File: src/design/refclk_defs.svh
// Constants for the reference clock divider: offsets, fields, resets, codes
`ifndef REFCLK_DEFS_SVH
`define REFCLK_DEFS_SVH

// ---------------------------------------------------------------
// Register map (byte addresses)
// ---------------------------------------------------------------
`define RC_CTRL_OFF      12'h000
`define RC_STAT_OFF      12'h004
`define RC_CTRL_RST      8'h30
`define RC_RDATA_ZERO    32'h0000_0000

// ---------------------------------------------------------------
// Field positions
// ---------------------------------------------------------------
`define RC_CTRL_LSB      0
`define RC_CTRL_MSB      7
`define RC_STB_LANE0     0
`define RC_ST_RUN        0
`define RC_ST_PIN_REF    1
`define RC_ST_CONFLICT   2
`define RC_ST_LEVEL      3
`define RC_ST_IC_OUT     4

// ---------------------------------------------------------------
// Divider and duty codes
// ---------------------------------------------------------------
`define RC_DIV_BASE      3'h0
`define RC_DIV_TWO       3'h1
`define RC_DUTY_0        2'h0
`define RC_DUTY_25       2'h1
`define RC_DUTY_50       2'h2
`define RC_DUTY_75       2'h3

// ---------------------------------------------------------------
// Oscillator mode codes and counter constants
// ---------------------------------------------------------------
`define RC_OSC_LP        3'h0
`define RC_OSC_XT        3'h1
`define RC_OSC_HS        3'h2
`define RC_CNT_ZERO      7'h00
`define RC_CNT_ONE       7'h01
`define RC_PERIOD_ONE    8'h01
`define RC_QUARTER_SHIFT 2
`define RC_IC_ZERO       2'h0
`define RC_IC_ONE        2'h1
`define RC_IC_OUT_BIT    1

`endif

File: src/design/refclk_pkg.sv
// Types and helper functions shared by the reference clock divider files
`include "refclk_defs.svh"

package refclk_pkg;

    // ---------------------------------------------------------------
    // Control register layout, most significant field first
    // ---------------------------------------------------------------
    typedef struct packed {
        logic       ref_module_enable;
        logic       ref_pin_output_enable;
        logic       ref_slew_limit_enable;
        logic [1:0] ref_duty_select;
        logic [2:0] ref_divider_select;
    } ctrl_s;

    typedef logic [11:0] addr_t;

    // Counter wrap mask for a divide by two to the power of the code
    function automatic logic [6:0] period_mask(input logic [2:0] div);
        logic [7:0] period;
        period = `RC_PERIOD_ONE << div;
        return 7'(period - `RC_PERIOD_ONE);
    endfunction : period_mask

    // Exact decode of all address bits of an APB address against a register offset
    function automatic logic addr_hit(input addr_t addr, input addr_t off);
        return addr == off;
    endfunction : addr_hit

endpackage : refclk_pkg

File: src/design/reference_clock_divider.sv
// Reference clock divider top: APB registers, pin steering, checks
//
// Summary of operation
// - The system clock is the only source of the reference clock.
// - Divided clock feeds both the output pin and the modulator.
// - Generator runs only while the module enable bit is set.
// - Reference drives the pin only when the pin output enable is also set.
// - Three-bit divider select offers eight division options.
// - Two-bit duty select sets the output duty cycle.
// - Slew limiting applies while its bit is set, off when cleared.
// - Undivided clock keeps source duty except when 0% is chosen.
// - Divide by two: 25% and 75% accuracy follows source duty.
// - Any reset disables the module and restores control defaults.
// - No reference on the pin in any crystal oscillator mode.
// - No reference on the pin while instruction clock output is on.
// - With a pin conflict, module still runs and feeds the modulator.
// - Duty code 10 gives 50%, code 01 gives 25%.
// - Sleep stops the clock and holds outputs until wake.
// - Instruction clock output drives oscillator frequency over four.
`timescale 1ns/1ps
`default_nettype none
`include "refclk_defs.svh"

module reference_clock_divider (
    input  wire logic             clk,
    input  wire logic             rst_b,
    input  wire logic             ce,
    input  wire refclk_pkg::addr_t paddr,
    input  wire logic             psel,
    input  wire logic             penable,
    input  wire logic             pwrite,
    input  wire logic [31:0]      pwdata,
    input  wire logic [3:0]       pstrb,
    output logic [31:0]           prdata,
    output logic                  pready,
    output logic                  pslverr,
    input  wire logic [2:0]       osc_mode_cfg,
    input  wire logic             instr_clock_output_cfg_enable,
    input  wire logic             sleep_active,
    output logic                  ref_clock_out_pin_o,
    output logic                  ref_clock_out_pin_oe,
    output logic                  ref_slew_limit_enable,
    output logic                  ref_mod_clk
);
    import refclk_pkg::*;

    // ---------------------------------------------------------------
    // State
    // ---------------------------------------------------------------
    typedef struct packed {
        ctrl_s       ctrl;
        logic [31:0] rdata;
        logic [1:0]  ic_cnt;
        logic        rd_ok;
    } top_s;

    top_s  st_q;
    top_s  st_d;
    logic  hit_ctrl;
    logic  hit_stat;
    logic  setup;
    logic  access;
    logic  crystal_mode;
    logic  pin_conflict;
    logic  wave;
    logic  ref_on_pin;
    logic  running;
    logic [31:0] stat_word;

    // ---------------------------------------------------------------
    // Divider and duty generator
    // ---------------------------------------------------------------
    // clocked only by the system clock
    ref_wave_gen u_wave (
        .clk          (clk),
        .rst_b        (rst_b),
        .ce           (ce),
        .enable       (st_q.ctrl.ref_module_enable),
        .sleep_active (sleep_active),
        .div_sel      (st_q.ctrl.ref_divider_select),
        .duty_sel     (st_q.ctrl.ref_duty_select),
        .wave         (wave)
    );

    // ---------------------------------------------------------------
    // Bus decode and pin conflict terms
    // ---------------------------------------------------------------
    assign hit_ctrl     = addr_hit(paddr, `RC_CTRL_OFF);
    assign hit_stat     = addr_hit(paddr, `RC_STAT_OFF);
    assign setup        = psel && !penable;
    assign access       = psel && penable && ce;
    // crystal modes claim the pin as an oscillator input
    assign crystal_mode = (osc_mode_cfg == `RC_OSC_LP) || (osc_mode_cfg == `RC_OSC_XT)
                        || (osc_mode_cfg == `RC_OSC_HS);
    assign pin_conflict = crystal_mode || instr_clock_output_cfg_enable;
    // generator runs only with the enable
    assign running      = st_q.ctrl.ref_module_enable && !sleep_active;
    // pin needs both enables and no conflict
    assign ref_on_pin   = st_q.ctrl.ref_module_enable && st_q.ctrl.ref_pin_output_enable
                        && !pin_conflict;

    // Status word with the block's live state
    always_comb begin
        stat_word                  = `RC_RDATA_ZERO;
        stat_word[`RC_ST_RUN]      = running;
        stat_word[`RC_ST_PIN_REF]  = ref_on_pin;
        stat_word[`RC_ST_CONFLICT] = pin_conflict;
        stat_word[`RC_ST_LEVEL]    = wave;
        stat_word[`RC_ST_IC_OUT]   = st_q.ic_cnt[`RC_IC_OUT_BIT];
    end

    // ---------------------------------------------------------------
    // Next state: register writes, read capture, instruction clock
    // ---------------------------------------------------------------
    always_comb begin
        st_d = st_q;
        // Write takes effect at the completing access edge, lane 0 only
        if (access && pwrite && hit_ctrl && pstrb[`RC_STB_LANE0]) begin
            // divider, duty and control fields stored as written
            st_d.ctrl = ctrl_s'(pwdata[`RC_CTRL_MSB:`RC_CTRL_LSB]);
        end
        // Read data captured in setup; a setup hidden by a stall is caught
        // up in the access cycle, which then waits one cycle on pready
        if (psel && !pwrite && (setup || !st_q.rd_ok)) begin
            if (hit_ctrl) begin
                st_d.rdata = {24'h00_0000, st_q.ctrl};
            end else if (hit_stat) begin
                st_d.rdata = stat_word;
            end else begin
                st_d.rdata = `RC_RDATA_ZERO;
            end
            st_d.rd_ok = 1'b1;
        end else begin
            st_d.rd_ok = 1'b0;
        end
        // oscillator frequency over four, stopped in sleep
        if (instr_clock_output_cfg_enable && !sleep_active) begin
            st_d.ic_cnt = st_q.ic_cnt + `RC_IC_ONE;
        end else if (!instr_clock_output_cfg_enable) begin
            st_d.ic_cnt = `RC_IC_ZERO;
        end
    end

    // State register; clock enable freezes everything
    always_ff @(posedge clk or negedge rst_b) begin
        if (!rst_b) begin
            // module disabled, control back to defaults
            st_q.ctrl   <= ctrl_s'(`RC_CTRL_RST);
            st_q.rdata  <= `RC_RDATA_ZERO;
            st_q.ic_cnt <= `RC_IC_ZERO;
            st_q.rd_ok  <= 1'b0;
        end else if (ce) begin
            st_q <= st_d;
        end
    end

    // ---------------------------------------------------------------
    // APB answer: no wait state unless ce is low or a stall hid the read setup
    // ---------------------------------------------------------------
    assign pready  = ce && (pwrite || st_q.rd_ok);
    assign pslverr = psel && penable && (!(hit_ctrl || hit_stat) || (pwrite && hit_stat));
    assign prdata  = st_q.rdata;

    // ---------------------------------------------------------------
    // Outputs to the pin and the modulator
    // ---------------------------------------------------------------
    // the same divided clock feeds the modulator
    // the modulator feed ignores pin conflicts
    assign ref_mod_clk = wave;

    // slew limit follows its control bit
    assign ref_slew_limit_enable = st_q.ctrl.ref_slew_limit_enable;

    // Pin steering: instruction clock first, then the reference
    always_comb begin
        // instruction clock output outranks the reference
        if (instr_clock_output_cfg_enable) begin
            ref_clock_out_pin_o  = st_q.ic_cnt[`RC_IC_OUT_BIT];
            ref_clock_out_pin_oe = 1'b1;
        end else if (ref_on_pin) begin
            ref_clock_out_pin_o  = wave;
            ref_clock_out_pin_oe = 1'b1;
        end else begin
            ref_clock_out_pin_o  = 1'b0;
            ref_clock_out_pin_oe = 1'b0;
        end
    end
endmodule : reference_clock_divider

`default_nettype wire

File: src/design/ref_wave_gen.sv
// Divider counter and duty shaper producing the internal reference clock
`timescale 1ns/1ps
`default_nettype none
`include "refclk_defs.svh"

module ref_wave_gen (
    input  wire logic       clk,
    input  wire logic       rst_b,
    input  wire logic       ce,
    input  wire logic       enable,
    input  wire logic       sleep_active,
    input  wire logic [2:0] div_sel,
    input  wire logic [1:0] duty_sel,
    output logic            wave
);
    import refclk_pkg::*;

    typedef struct packed {
        logic [6:0] cnt;
        logic       level;
    } wave_s;

    wave_s      st_q;
    wave_s      st_d;
    logic       advance;
    logic [6:0] mask;
    logic [6:0] cnt_next;
    logic [7:0] quarter;
    logic [7:0] thresh;

    // ---------------------------------------------------------------
    // Next state: count through one period, level from phase vs duty
    // ---------------------------------------------------------------
    always_comb begin
        st_d     = st_q;
        advance  = ce && !sleep_active;
        mask     = period_mask(div_sel);
        cnt_next = (st_q.cnt + `RC_CNT_ONE) & mask;
        quarter  = ({1'b0, mask} + `RC_PERIOD_ONE) >> `RC_QUARTER_SHIFT;
        // duty code scales the high-time threshold
        thresh   = 8'(duty_sel * quarter);
        if (!enable) begin
            st_d.cnt   = `RC_CNT_ZERO;
            st_d.level = 1'b0;
        end else if (advance) begin
            st_d.cnt = cnt_next;
            // period two to the power of the code
            if (div_sel == `RC_DIV_BASE) begin
                st_d.level = duty_sel != `RC_DUTY_0;
            end else if (div_sel == `RC_DIV_TWO) begin
                st_d.level = (cnt_next == `RC_CNT_ZERO) && (duty_sel != `RC_DUTY_0);
            end else begin
                // high for duty quarters of the period
                st_d.level = {1'b0, cnt_next} < thresh;
            end
        end
    end

    // State register, frozen while the clock enable is low
    always_ff @(posedge clk or negedge rst_b) begin
        if (!rst_b) begin
            st_q <= '0;
        end else if (ce) begin
            st_q <= st_d;
        end
    end

    // ---------------------------------------------------------------
    // Output shaping; half-cycle cases use the source clock itself
    // ---------------------------------------------------------------
    always_comb begin
        // held at the last level while asleep or frozen
        if (!enable || sleep_active || !ce) begin
            wave = st_q.level && enable;
        end else if (div_sel == `RC_DIV_BASE) begin
            // source duty passes unless 0% is chosen
            wave = (duty_sel != `RC_DUTY_0) && clk;
        end else if (div_sel == `RC_DIV_TWO && duty_sel == `RC_DUTY_25) begin
            // quarter duty rides on the source clock's high phase
            wave = st_q.level && clk;
        end else if (div_sel == `RC_DIV_TWO && duty_sel == `RC_DUTY_75) begin
            wave = st_q.level || clk;
        end else begin
            wave = st_q.level;
        end
    end

endmodule : ref_wave_gen

`default_nettype wire

File: config.mk
export PLATFORM = sky130hd
export DESIGN_NAME = reference_clock_divider
export DESIGN_NICKNAME = d
export VERILOG_FILES = /design/src/design/refclk_pkg.sv /design/src/design/reference_clock_divider.sv /design/src/design/ref_wave_gen.sv
export VERILOG_INCLUDE_DIRS = /design/src /design/src/design
export SDC_FILE = /design/constraint.sdc
export NUM_CORES = 1
export LEC_CHECK = 0
export BUFFER_PORTS_ARGS = -buffer_cell sky130_fd_sc_hd__buf_2
export CORE_ASPECT_RATIO = 0.7
export CORE_MARGIN = 2
export CORE_UTILIZATION = 45
export DETAILED_ROUTE_END_ITERATION = 12
export GPL_TIMING_DRIVEN = 0
export PLACE_DENSITY = 0.76
export RECOVER_POWER = 25
export SETUP_SLACK_MARGIN = 0.15
export SLEW_MARGIN = 20
export SYNTH_ARGS = -nofsm -noshare
export SYNTH_HDL_FRONTEND = slang
export SYNTH_SLANG_ARGS = --single-unit
File: constraint.sdc
create_clock -name clk -period 4.45 [get_ports clk]
set_input_delay 0.89 -clock clk [delete_from_list [all_inputs] [get_ports clk]]
set_output_delay 0.89 -clock clk [all_outputs]
set_load 0.01 [all_outputs]
# --- After elaboration in Yosys (flattened, before gate mapping) ---
# Cells that the tools add are included.
op_classes:
  add_sub_neg: 4
  n_mul: 1
  n_lt_le_gt_ge: 1
  eq_ne: 8
  shift: 1
  muxes: 17
  bitwise_logic: 1
  n_reduce_logical: 49
op_table:
  columns: ["cell", "n"]
  rows:
  - ["8-bit two-way mux", 3]
  - ["1-bit logical AND", 22]
  - ["12-bit by 3-bit == test with 1-bit output, second input constant", 1]
  - ["12-bit logical NOT", 1]
  - ["1-bit two-way mux", 11]
  - ["1-bit logical OR", 10]
  - ["7-bit by 1-bit adder with 8-bit output, second input constant", 1]
  - ["1-bit logical NOT", 8]
  - ["7-bit by 8-bit less-than comparator with 1-bit output", 1]
  - ["2-bit by 6-bit multiplier with 8-bit output", 1]
  - ["2-bit AND reduction", 4]
  - ["7-bit by 1-bit adder with 7-bit output, second input constant", 1]
  - ["7-bit AND", 1]
  - ["7-bit logical NOT", 1]
  - ["1-bit by 3-bit left shift with 7-bit output, first input constant", 1]
  - ["7-bit by 1-bit subtractor with 7-bit output, second input constant", 1]
  - ["3-bit by 1-bit == test with 1-bit output, second input constant", 2]
  - ["3-bit logical NOT", 2]
  - ["5-bit two-way mux", 1]
  - ["2-bit two-way mux", 2]
  - ["2-bit by 1-bit inequality test with 1-bit output, second input constant", 2]
  - ["3-bit by 2-bit == test with 1-bit output, second input constant", 1]
  - ["2-bit by 1-bit adder with 2-bit output, second input constant", 1]
  - ["2-bit by 1-bit == test with 1-bit output, second input constant", 1]
  - ["other kinds (2)", 2]
totals:
  reg_bits: 51
  inputBits: 59
  word_cells: 92

# --- Logic depth before layout (Yosys ltp) ---
# Gate-level depths: netlist of run 1.
logic_depth:
  word_depth: 9
  ltp_mapped: 18
  mapped_depth_nobuf: 16

# --- Cells and area by module ---
# From an unflattened synthesis of run 1, not the netlist that was laid out.
hier_totals:
  cells_unflattened: 255
  area_unflattened_um2: 2172.1
modules_own_cells:
  columns: ["module", "instances", "cells_per_inst", "area_each_um2"]
  rows:
  - ["reference_clock_divider", 1, 115, 1131.1]
  - ["ref_wave_gen", 1, 140, 1041.0]

==> results.py, run 1 <==
metrics = {
    "detailed_routing": {
        "drcViolationCount": 0,
        "drtIter0Drc": 216,
        "dr.pass1.iters": 10,
        "drt_wl_total_um": 6190,
        "viasPerCell": 5.31,
        "drt-wirelength-per-cell_um": 14.6,
        "antenna_left": 0,
        "via_count": 2257,
    },
    "worst_setup_path": {
        "critPathLaunchType": "clock port",
        "path_max_fanout": 2,
        "r2r_cells": 16,
        "arrival_ps": 3960,
        "critPathRequiredTime_ps": 3560,
        "cpMaxStageDelayCell": "nor3b_4",
        "path_class": "clock port to output pin",
        "r2r_setup_slack_ps": 330,
        "crit_path_start": "clk",
        "slowest_delay_ps": 190,
        "critPathMostFrequentCell": "buf_8",
        "r2r-end": "u_wave.st_q[0]",
        "endpoint_kind": "output pin",
        "r2r-start": "st_q[37]",
        "worstPathCellList": "buf_8 > buf_8 > buf_8 > buf_8 > buf_8 > nor3b_4 > or3_4 > buf_8 > buf_8 > a31oi_4 > clkbuf_8 > buf_8 > a22o_1 > buf_2",
    },
    "timing": {
        "finalSetupViolCount": 2,
        "whs_ps": 507,
        "slew-limit-headroom_pct": 0.724,
        "rsz0062_at_grt": "yes",
        "hold_violations": 0,
        "skew_ps": 10.2,
        "slew_violations": 0,
        "worstMarginPinSlew_ps": 1490,
        "layout_setup_ws_ps": -405,
    },
    "global_route": {
        "grt.overflow.total": 0,
        "antenna_found_initial": 0,
        "grt.busiest_layer": "met1",
        "grt_util_met3_pct": 14.2,
        "grt_pass1_wl_um": 10000,
        "grt_max_degree": 28,
        "met2_usage_pct": 30.0,
        "grt_pass1_vias": 2174,
        "grt_usage_pct": 24.6,
        "grt_util_met1_pct": 31.0,
    },
    "clock_tree": {
        "cts_tree": "yes",
        "clk_pin_slew_ps": 100,
        "clkLatencyLatePin_ps": 390,
        "postCtsHoldBufs": 0,
    },
    "yosys": {
        "syn_avg_cell_area_um2": 8.78,
        "synth_top_cell_area_share_pct": 27.3,
        "synth.distinct_cells": 50,
        "synth_cells": 261,
        "synth_area_mm2": 0.00229,
        "seq_area_frac_synth_pct": 29.6,
        "ys_seq_elements": 27,
        "async_flop_share_pct": 100,
        "synth_edf_count": 0,
        "ys_top_cells_by_area": "dfrtp_1, buf_4, ha_1",
        "yosysTopAreaCell": "dfrtp_1",
        "synth-main-ff-cell": "dfrtp_1",
        "ys_warn_count": 0,
    },
    "place": {
        "dpl_cell_area_mm2": 0.00268,
        "dp_hpwl_um": 4230,
        "io_buffers": 43,
        "gp_congestion": 0.923,
        "dp_worst_setup_slack_ps": 128,
    },
    "finish": {
        "drive_gt1_share_pct": 35.4,
        "layout.nets": 426,
        "design_area_mm2": 0.00309,
        "final_common_cell": "buf_2",
        "fill_cells": 405,
        "syn2layout_area_growth_pct": 34.8,
        "n_antenna_cell": 0,
        "final_cell_mix": "buf_2, buf_4, dfrtp_1",
    },
    "die": {
        "die_h_um": 63.7,
        "coreArea_mm2": 0.00483,
        "dieArea_mm2": 0.00569,
        "std_cell_rows": 21,
        "die_width_um": 89.3,
        "pin_count": 97,
        "initial_core_util_pct": 47.4,
    },
    "pwr": {
        "p_total_uw": 737,
        "power_per_cell_area_mw_per_mm2": 238,
        "leakage_uw": 0.00156,
        "p_comb_share_pct": 9.2,
        "p_sw_uw": 190,
        "clock_power_share_pct": 56.7,
        "pwr-share-seq_pct": 34.1,
        "p_sw_share_pct": 25.8,
        "intPower_uw": 547,
        "ir_drop_v": 0.000193,
    },
    "outcome": {
        "violations": "max-capacitance violations, negative setup slack",
        "run_status": "complete, but fails checks",
    },
    "hold_path": {
        "hold_path_class": "flop to flop",
        "min_from": "prdata[0]",
        "whs_endpoint": "prdata[0]",
        "holdPathStages": 2,
    },
    "flow_run": {
        "max_cap_violations": 1,
    },
}
registers in the layout (all words and copies together) (netlist names):
signal,cells
u_wave.st_q,8
prdata,8
st_q,10
ref_slew_limit_enable,1
cell type report:
cell class              count  area (um2)  area share (%)
inverters                  13        48.8            1.58
flip-flops and latches     27         678            22.0
clock buffers              29         339            11.0
plain buffers              44         297            9.60
multi-input cells         200        1410            45.8
well taps                  69        86.3            2.79
repair buffers             41         204            6.60
clock inverters             2        22.5           0.729
worst max path at each step:
stage                          end
5_1_grt        ref_clock_out_pin_o
3_3_place_gp        u_wave.st_q[0]
3_5_place_dp        u_wave.st_q[0]
6_report       ref_clock_out_pin_o
2_1_floorplan  ref_clock_out_pin_o
4_1_cts        ref_clock_out_pin_o
through the flow:
step,instances,util (%),TNS (ps)
3_3_place_gp,396,55.4,0
5_1_grt,425,63.9,-830
4_1_cts,423,62.8,-991
6_report,425,63.9,-752
3_5_place_dp,396,55.4,0
2_1_floorplan,284,-,0
per-layer routing:
| metal | routed length (um) | vias to the layer above |
|---|---|---|
| met5 | 0 | - |
| met4 | 250 | 0 |
| met3 | 575 | 39 |
| met2 | 2660 | 138 |
| met1 | 2710 | 1025 |
| li1 | - | 1055 |
Yosys cell counts, types with 7 or more instances:
| library cell | instances |
|---|---|
| clkbuf_1 | 10 |
| buf_4 | 32 |
| nor2b_1 | 7 |
| nand2_1 | 19 |
| ha_1 | 13 |
| a21oi_1 | 7 |
| nor2_1 | 14 |
| nand3_1 | 8 |
| a22o_1 | 9 |
| dfrtp_1 | 25 |
| mux2_4 | 8 |
| o21ai_0 | 18 |
| inv_1 | 13 |
what timing repair did:
item,CTS,global route
gates resized for setup,6,18
setup buffers,3,2
setup endpoints to repair,3,3
pin swaps,2,4
power groups by stage:
stage               Combinational [uW]  Clock (uW)  Sequential [uW]
global placement                  64.6        1.48              256
finish                            68.0         418              251
detailed placement                65.6        1.48              256
global route                      75.0         445              252
floorplan                         41.1        1.09              255
CTS                               66.8         378              251
worst max-delay path, delay by kind of cell:
kind / cells / cell delay [ps]
AOI/OAI and AO/OA: 2 / 260
buffers and inverters: 10 / 1130
and+or+nand+nor: 2 / 360
cells by family after synthesis:
logic type | Yosys count | synth area share (%)
DFF | 27 | 29.6
adders and majority gates | 14 | 7.97
muxes | 12 | 6.99
AOI/OAI and AO/OA | 58 | 17.4
and+or+nand+nor | 83 | 19.4
xor gates and xnor gates | 9 | 3.44
other | 1 | 0.164
buffers and inverters | 57 | 15.0
(Power assumes the default switching activity.)
==> run 2, diff against run 1 <==
--- a/config.mk
+++ b/config.mk
@@ -7,14 +7,14 @@
 export NUM_CORES = 1
 export LEC_CHECK = 0
 export BUFFER_PORTS_ARGS = -buffer_cell sky130_fd_sc_hd__buf_2
-export CORE_ASPECT_RATIO = 0.7
 export CORE_MARGIN = 2
-export CORE_UTILIZATION = 45
+export CORE_UTILIZATION = 30
 export DETAILED_ROUTE_END_ITERATION = 12
 export GPL_TIMING_DRIVEN = 0
-export PLACE_DENSITY = 0.76
+export PLACE_DENSITY_LB_ADDON = 0.15
 export RECOVER_POWER = 25
-export SETUP_SLACK_MARGIN = 0.15
+export REMOVE_ABC_BUFFERS = 1
+export SKIP_LAST_GASP = 1
 export SLEW_MARGIN = 20
 export SYNTH_ARGS = -nofsm -noshare
 export SYNTH_HDL_FRONTEND = slang
==> run 2 against run 1 <==
  * The flow finishes with violations (max-capacitance violations, max-slew violations)
  * Total power down 19%
  * Final cell count down 4.7%
  * Register-to-register slack got worse by 110 ps
  * Hold slack worse by 23 ps
  * Core utilization down 27 points
  * Largest power group unchanged
  * Highest routed layer unchanged
==> results.py, run 2 (synthesis gave the netlist of run 1 again) <==
metrics = {
    "outcome": {
        "run_status": "complete, but fails checks",
        "violations": "max-capacitance violations, max-slew violations",
    },
    "finish": {
        "largest-register": "st_q",
        "final_cell_mix": "buf_2, dfrtp_1, conb_1",
        "syn2layout_area_growth_pct": 18.8,
        "layout.nets": 376,
        "drive_gt1_share_pct": 27.1,
        "fin_cells": 405,
        "largest_reg_flops": 10,
        "n_antenna_cell": 0,
        "fill_cells": 756,
        "final_common_cell": "buf_2",
    },
    "global_route": {
        "grt_max_degree": 28,
        "grt.overflow.total": 0,
        "grt_pass1_wl_um": 9360,
        "met2_usage_pct": 20.7,
        "antenna_found_initial": 0,
        "grt.busiest_layer": "met2",
        "grt_pass1_vias": 1909,
        "grt_usage_pct": 15.3,
        "grt_util_met1_pct": 17.9,
        "grt_util_met3_pct": 7.05,
    },
    "place": {
        "io_buffers": 45,
        "gp_congestion": 0.763,
        "dp_hpwl_um": 4090,
        "placed_cells": 384,
        "dp_worst_setup_slack_ps": 362,
    },
    "worst_setup_path": {
        "path_class": "clock port to output pin",
        "path_max_fanout": 2,
        "critPathLaunchType": "clock port",
        "r2r_setup_slack_ps": 220,
        "endpoint_kind": "output pin",
        "arrival_ps": 3490,
        "critPathRequiredTime_ps": 3560,
    },
    "detailed_routing": {
        "dr.pass1.iters": 4,
        "antenna_left": 0,
        "drt_wl_total_um": 5810,
        "via_count": 1979,
        "drt-wirelength-per-cell_um": 14.4,
        "viasPerCell": 4.89,
        "drcViolationCount": 0,
        "drtIter0Drc": 118,
    },
    "timing": {
        "finalSetupViolCount": 0,
        "hold_violations": 0,
        "slew_violations": 28,
        "whs_ps": 484,
        "skew_ps": 2.93,
        "fin_setup_tns_ps": 0,
        "slew-limit-headroom_pct": -0.936,
        "worstMarginPinSlew_ps": 1510,
        "layout_setup_ws_ps": 70.3,
        "rsz0062_at_grt": "no",
    },
    "clock_tree": {
        "clkLatencyLatePin_ps": 380,
        "clk_pin_slew_ps": 100,
        "cts_tree": "yes",
        "postCtsHoldBufs": 0,
    },
    "die": {
        "die_width_um": 91.4,
        "pin_count": 97,
        "die_h_um": 91.4,
        "initial_core_util_pct": 31.3,
        "dieArea_mm2": 0.00835,
        "std_cell_rows": 31,
        "coreArea_mm2": 0.00733,
    },
    "pwr": {
        "leakage_uw": 0.00131,
        "power_per_cell_area_mw_per_mm2": 220,
        "ir_drop_v": 0.0000840,
    },
    "hold_path": {
        "hold_path_class": "flop to flop",
    },
    "flow_run": {
        "max_cap_violations": 1,
    },
}
## run 2: cell types whose count changed in the layout (fill, tap and decap cells not counted), sizes merged
cell	delta
buf	-45
clkbuf	-5
clkinv	-1
clkinvlp	+1
## run 2: through the flow
step	total power (uW)	instance area, um2	utilization [%]
6_report	599	2720	37.1
5_1_grt	631	2720	37.1
4_1_cts	612	2720	37.1
3_5_place_dp	308	2430	33.2
3_3_place_gp	308	2430	33.2
2_1_floorplan	279	2080	-
## run 2: routing by layer
layer | up-vias | wire length [um]
met4 | 0 | 170
li1 | 951 | -
met5 | - | 0
met2 | 90 | 2690
met1 | 920 | 2570
met3 | 18 | 383
## run 2: final timing paths
kind | from | end | cells past startpoint
min | prdata[4] | prdata[4] | 2
max reg2reg | st_q[36] | u_wave.st_q[0] | 15
max | clk | ref_clock_out_pin_o | 9
min reg2reg | prdata[4] | prdata[4] | 2
max in group asynchronous | rst_b | st_q[35] | 1
min in group asynchronous | rst_b | u_wave.st_q[5] | 1
## run 2: layout make-up
class	instances	area, um2	area share (%)
clock buffers	21	229	8.41
clock inverters	2	25.0	0.920
inverters	13	48.8	1.79
multi-input cells	200	1400	51.5
flip-flops and latches	27	678	24.9
well taps	99	124	4.55
repair buffers	43	214	7.86
## run 2: power by group
group	total (uW)	switching, uW	internal (uW)
clock	298	124	174
sequential	251	3.02	248
combinational	50.5	32.9	17.5
## run 2: worst max-delay path, stage by stage
cell and delay [ps]:
clkbuf_8 130, clkbuf_8 140, nor3b_4 170, or3_4 160, clkbuf_8 120, a31oi_4 90
clkbuf_8 150, a22o_1 170, buf_2 130
## run 2: repair_timing
action	in CTS	in global routing
setup endpoints to repair	2	1
hold endpoints to repair	0	0
gates resized for setup	7	0
pin swaps	3	2
buffers inserted	2	0
==> run 3, diff against run 2 <==
--- a/config.mk
+++ b/config.mk
@@ -6,11 +6,12 @@
 export SDC_FILE = /design/constraint.sdc
 export NUM_CORES = 1
 export LEC_CHECK = 0
-export BUFFER_PORTS_ARGS = -buffer_cell sky130_fd_sc_hd__buf_2
+export BUFFER_PORTS_ARGS = -buffer_cell sky130_fd_sc_hd__clkbuf_2
 export CORE_MARGIN = 2
 export CORE_UTILIZATION = 30
 export DETAILED_ROUTE_END_ITERATION = 12
 export GPL_TIMING_DRIVEN = 0
+export HOLD_SLACK_MARGIN = 0.08
 export PLACE_DENSITY_LB_ADDON = 0.15
 export RECOVER_POWER = 25
 export REMOVE_ABC_BUFFERS = 1
==> run 3 against run 2 <==
  * The run ends with max-capacitance violations left
  * Core utilization fell by 0.36 points
  * Sequential cell count unchanged
  * Hold slack improved by 3.4 ps
  * Via count hardly changed
  * Clock skew barely moved
  * Sequential share of layout area rose by 0.24 points
  * Die area is the same
  * Critical path depth did not move
  * Register-to-register slack better by 130 ps
  * Setup slack worse by 14 ps
  * Non-clock buffer count stayed put
  * Critical path type unchanged
==> results.py, run 3 (synthesis gave the netlist of run 1 again) <==
metrics = {
    "pwr": {
        "clock_power_share_pct": 53.0,
        "intPower_uw": 477,
        "p_sw_share_pct": 25.7,
        "p_comb_share_pct": 7.9,
        "power_per_cell_area_mw_per_mm2": 238,
        "p_sw_uw": 165,
        "pwr-share-seq_pct": 39.1,
        "leakage_uw": 0.00129,
        "p_total_uw": 643,
        "ir_drop_v": 0.0000715,
    },
    "detailed_routing": {
        "drtIter0Drc": 80,
        "met1Wirelength_um": 2700,
        "met2_length_um": 2710,
        "via_count": 1978,
        "antenna_left": 0,
        "drt_wl_total_um": 5830,
        "dr.pass1.iters": 4,
        "highest-signal-layer": "met4",
        "viasPerCell": 4.92,
        "drt-wirelength-per-cell_um": 14.5,
        "drcViolationCount": 0,
        "wl_met3_um": 332,
    },
    "die": {
        "coreArea_mm2": 0.00733,
        "dieArea_mm2": 0.00835,
        "pin_count": 97,
        "std_cell_rows": 31,
        "die_width_um": 91.4,
        "initial_core_util_pct": 31.3,
        "die_h_um": 91.4,
    },
    "worst_setup_path": {
        "r2r-start": "st_q[36]",
        "r2r_setup_slack_ps": 350,
        "arrival_ps": 3500,
        "critPathRequiredTime_ps": 3560,
        "endpoint_kind": "output pin",
        "r2r_cells": 15,
        "path_max_fanout": 2,
        "path_class": "clock port to output pin",
        "critPathLaunchType": "clock port",
        "crit_path_start": "clk",
        "crit_end": "ref_clock_out_pin_o",
        "r2r-end": "u_wave.st_q[0]",
    },
    "global_route": {
        "antenna_found_initial": 0,
        "grt_pass1_wl_um": 9140,
        "grt_pass1_vias": 1899,
        "grt_usage_pct": 14.3,
        "grt.overflow.total": 0,
        "grt_max_degree": 28,
    },
    "finish": {
        "design_area_mm2": 0.00270,
        "final_common_cell": "clkbuf_2",
        "syn2layout_area_growth_pct": 17.6,
        "largest-register": "st_q",
        "fill_cells": 748,
        "layout.nets": 374,
        "largest_reg_flops": 10,
        "final_cell_mix": "clkbuf_2, dfrtp_1, conb_1",
        "drive_gt1_share_pct": 27.1,
        "n_antenna_cell": 0,
    },
    "outcome": {
        "violations": "max-capacitance violations",
        "run_status": "complete, but fails checks",
    },
    "clock_tree": {
        "clkLatencyLatePin_ps": 380,
        "postCtsHoldBufs": 0,
        "cts_tree": "yes",
        "clk_pin_slew_ps": 100,
    },
    "timing": {
        "rsz0062_at_grt": "yes",
        "layout_setup_ws_ps": 56.0,
        "hold_violations": 0,
        "slew_violations": 0,
        "finalSetupViolCount": 0,
        "worstMarginPinSlew_ps": 1490,
        "skew_ps": 2.55,
        "slew-limit-headroom_pct": 0.385,
    },
    "place": {
        "io_buffers": 45,
        "dp_hpwl_um": 4070,
        "dpl_cell_area_mm2": 0.00243,
        "dp_worst_setup_slack_ps": 407,
        "gp_congestion": 0.765,
    },
    "hold_path": {
        "hold_path_class": "flop to flop",
    },
    "flow_run": {
        "max_cap_violations": 1,
    },
}
==> run 3: worst min path at each step <==
| stage | start | endpoint | slack, ps | depth (start not counted) |
|---|---|---|---|---|
| after floorplan | st_q[2] | st_q[2] | 480 | 1 |
| after detailed placement | prdata[1] | prdata[1] | 470 | 2 |
| after global placement | prdata[1] | prdata[1] | 470 | 2 |
| after CTS | prdata[1] | prdata[1] | 490 | 2 |
| final | prdata[1] | prdata[1] | 490 | 2 |
| after global routing | prdata[7] | prdata[7] | 530 | 1 |
==> run 3: power by group through the flow <==
stage          Clock [uW]  Sequential [uW]  Combinational, uW
3_3_place_gp         1.51              256               50.8
2_1_floorplan        1.09              255               23.1
3_5_place_dp         1.51              256               51.0
5_1_grt               364              252               57.1
6_report              340              251               50.7
4_1_cts               346              251               51.3
==> run 3: critical path: stages <==
cell      delay, ps
clkbuf_8        110
clkbuf_8        120
clkbuf_8        130
clkbuf_8        140
nor3b_4         190
or3_4           170
a31oi_4          80
a22o_1          200
clkbuf_2        130
==> run 3: final cells by class <==
cell class	instances	area (um2)	share of cell area, %
clock buffers	18	198	7.34
repair buffers	43	214	7.94
clock inverters	2	25.0	0.929
flip-flops and latches	27	678	25.2
inverters	13	48.8	1.81
multi-input cells	200	1410	52.2
well taps	99	124	4.60
==> run 3: metrics by stage <==
| step | TNS, ps | instances | util (%) | hold slack, ps |
|---|---|---|---|---|
| floorplan | 0 | 240 | - | 479 |
| global placement | 0 | 384 | 33.2 | 467 |
| detailed placement | 0 | 384 | 33.2 | 470 |
| CTS | 0 | 402 | 36.7 | 493 |
| global route | -6.36 | 402 | 36.8 | 530 |
| finish | 0 | 402 | 36.8 | 487 |
==> run 3: what timing repair did <==
item / CTS / global route
pin swaps: 4 / 3
buffers inserted: 2 / 0
resized for setup: 7 / 1
setup endpoints to repair: 2 / 2
==> run 3: metal layers <==
layer,track usage (%),up-vias
met1,18.1,942
met3,4.81,12
met2,19.5,80
met4,11.0,0
met5,0,-
li1,-,944
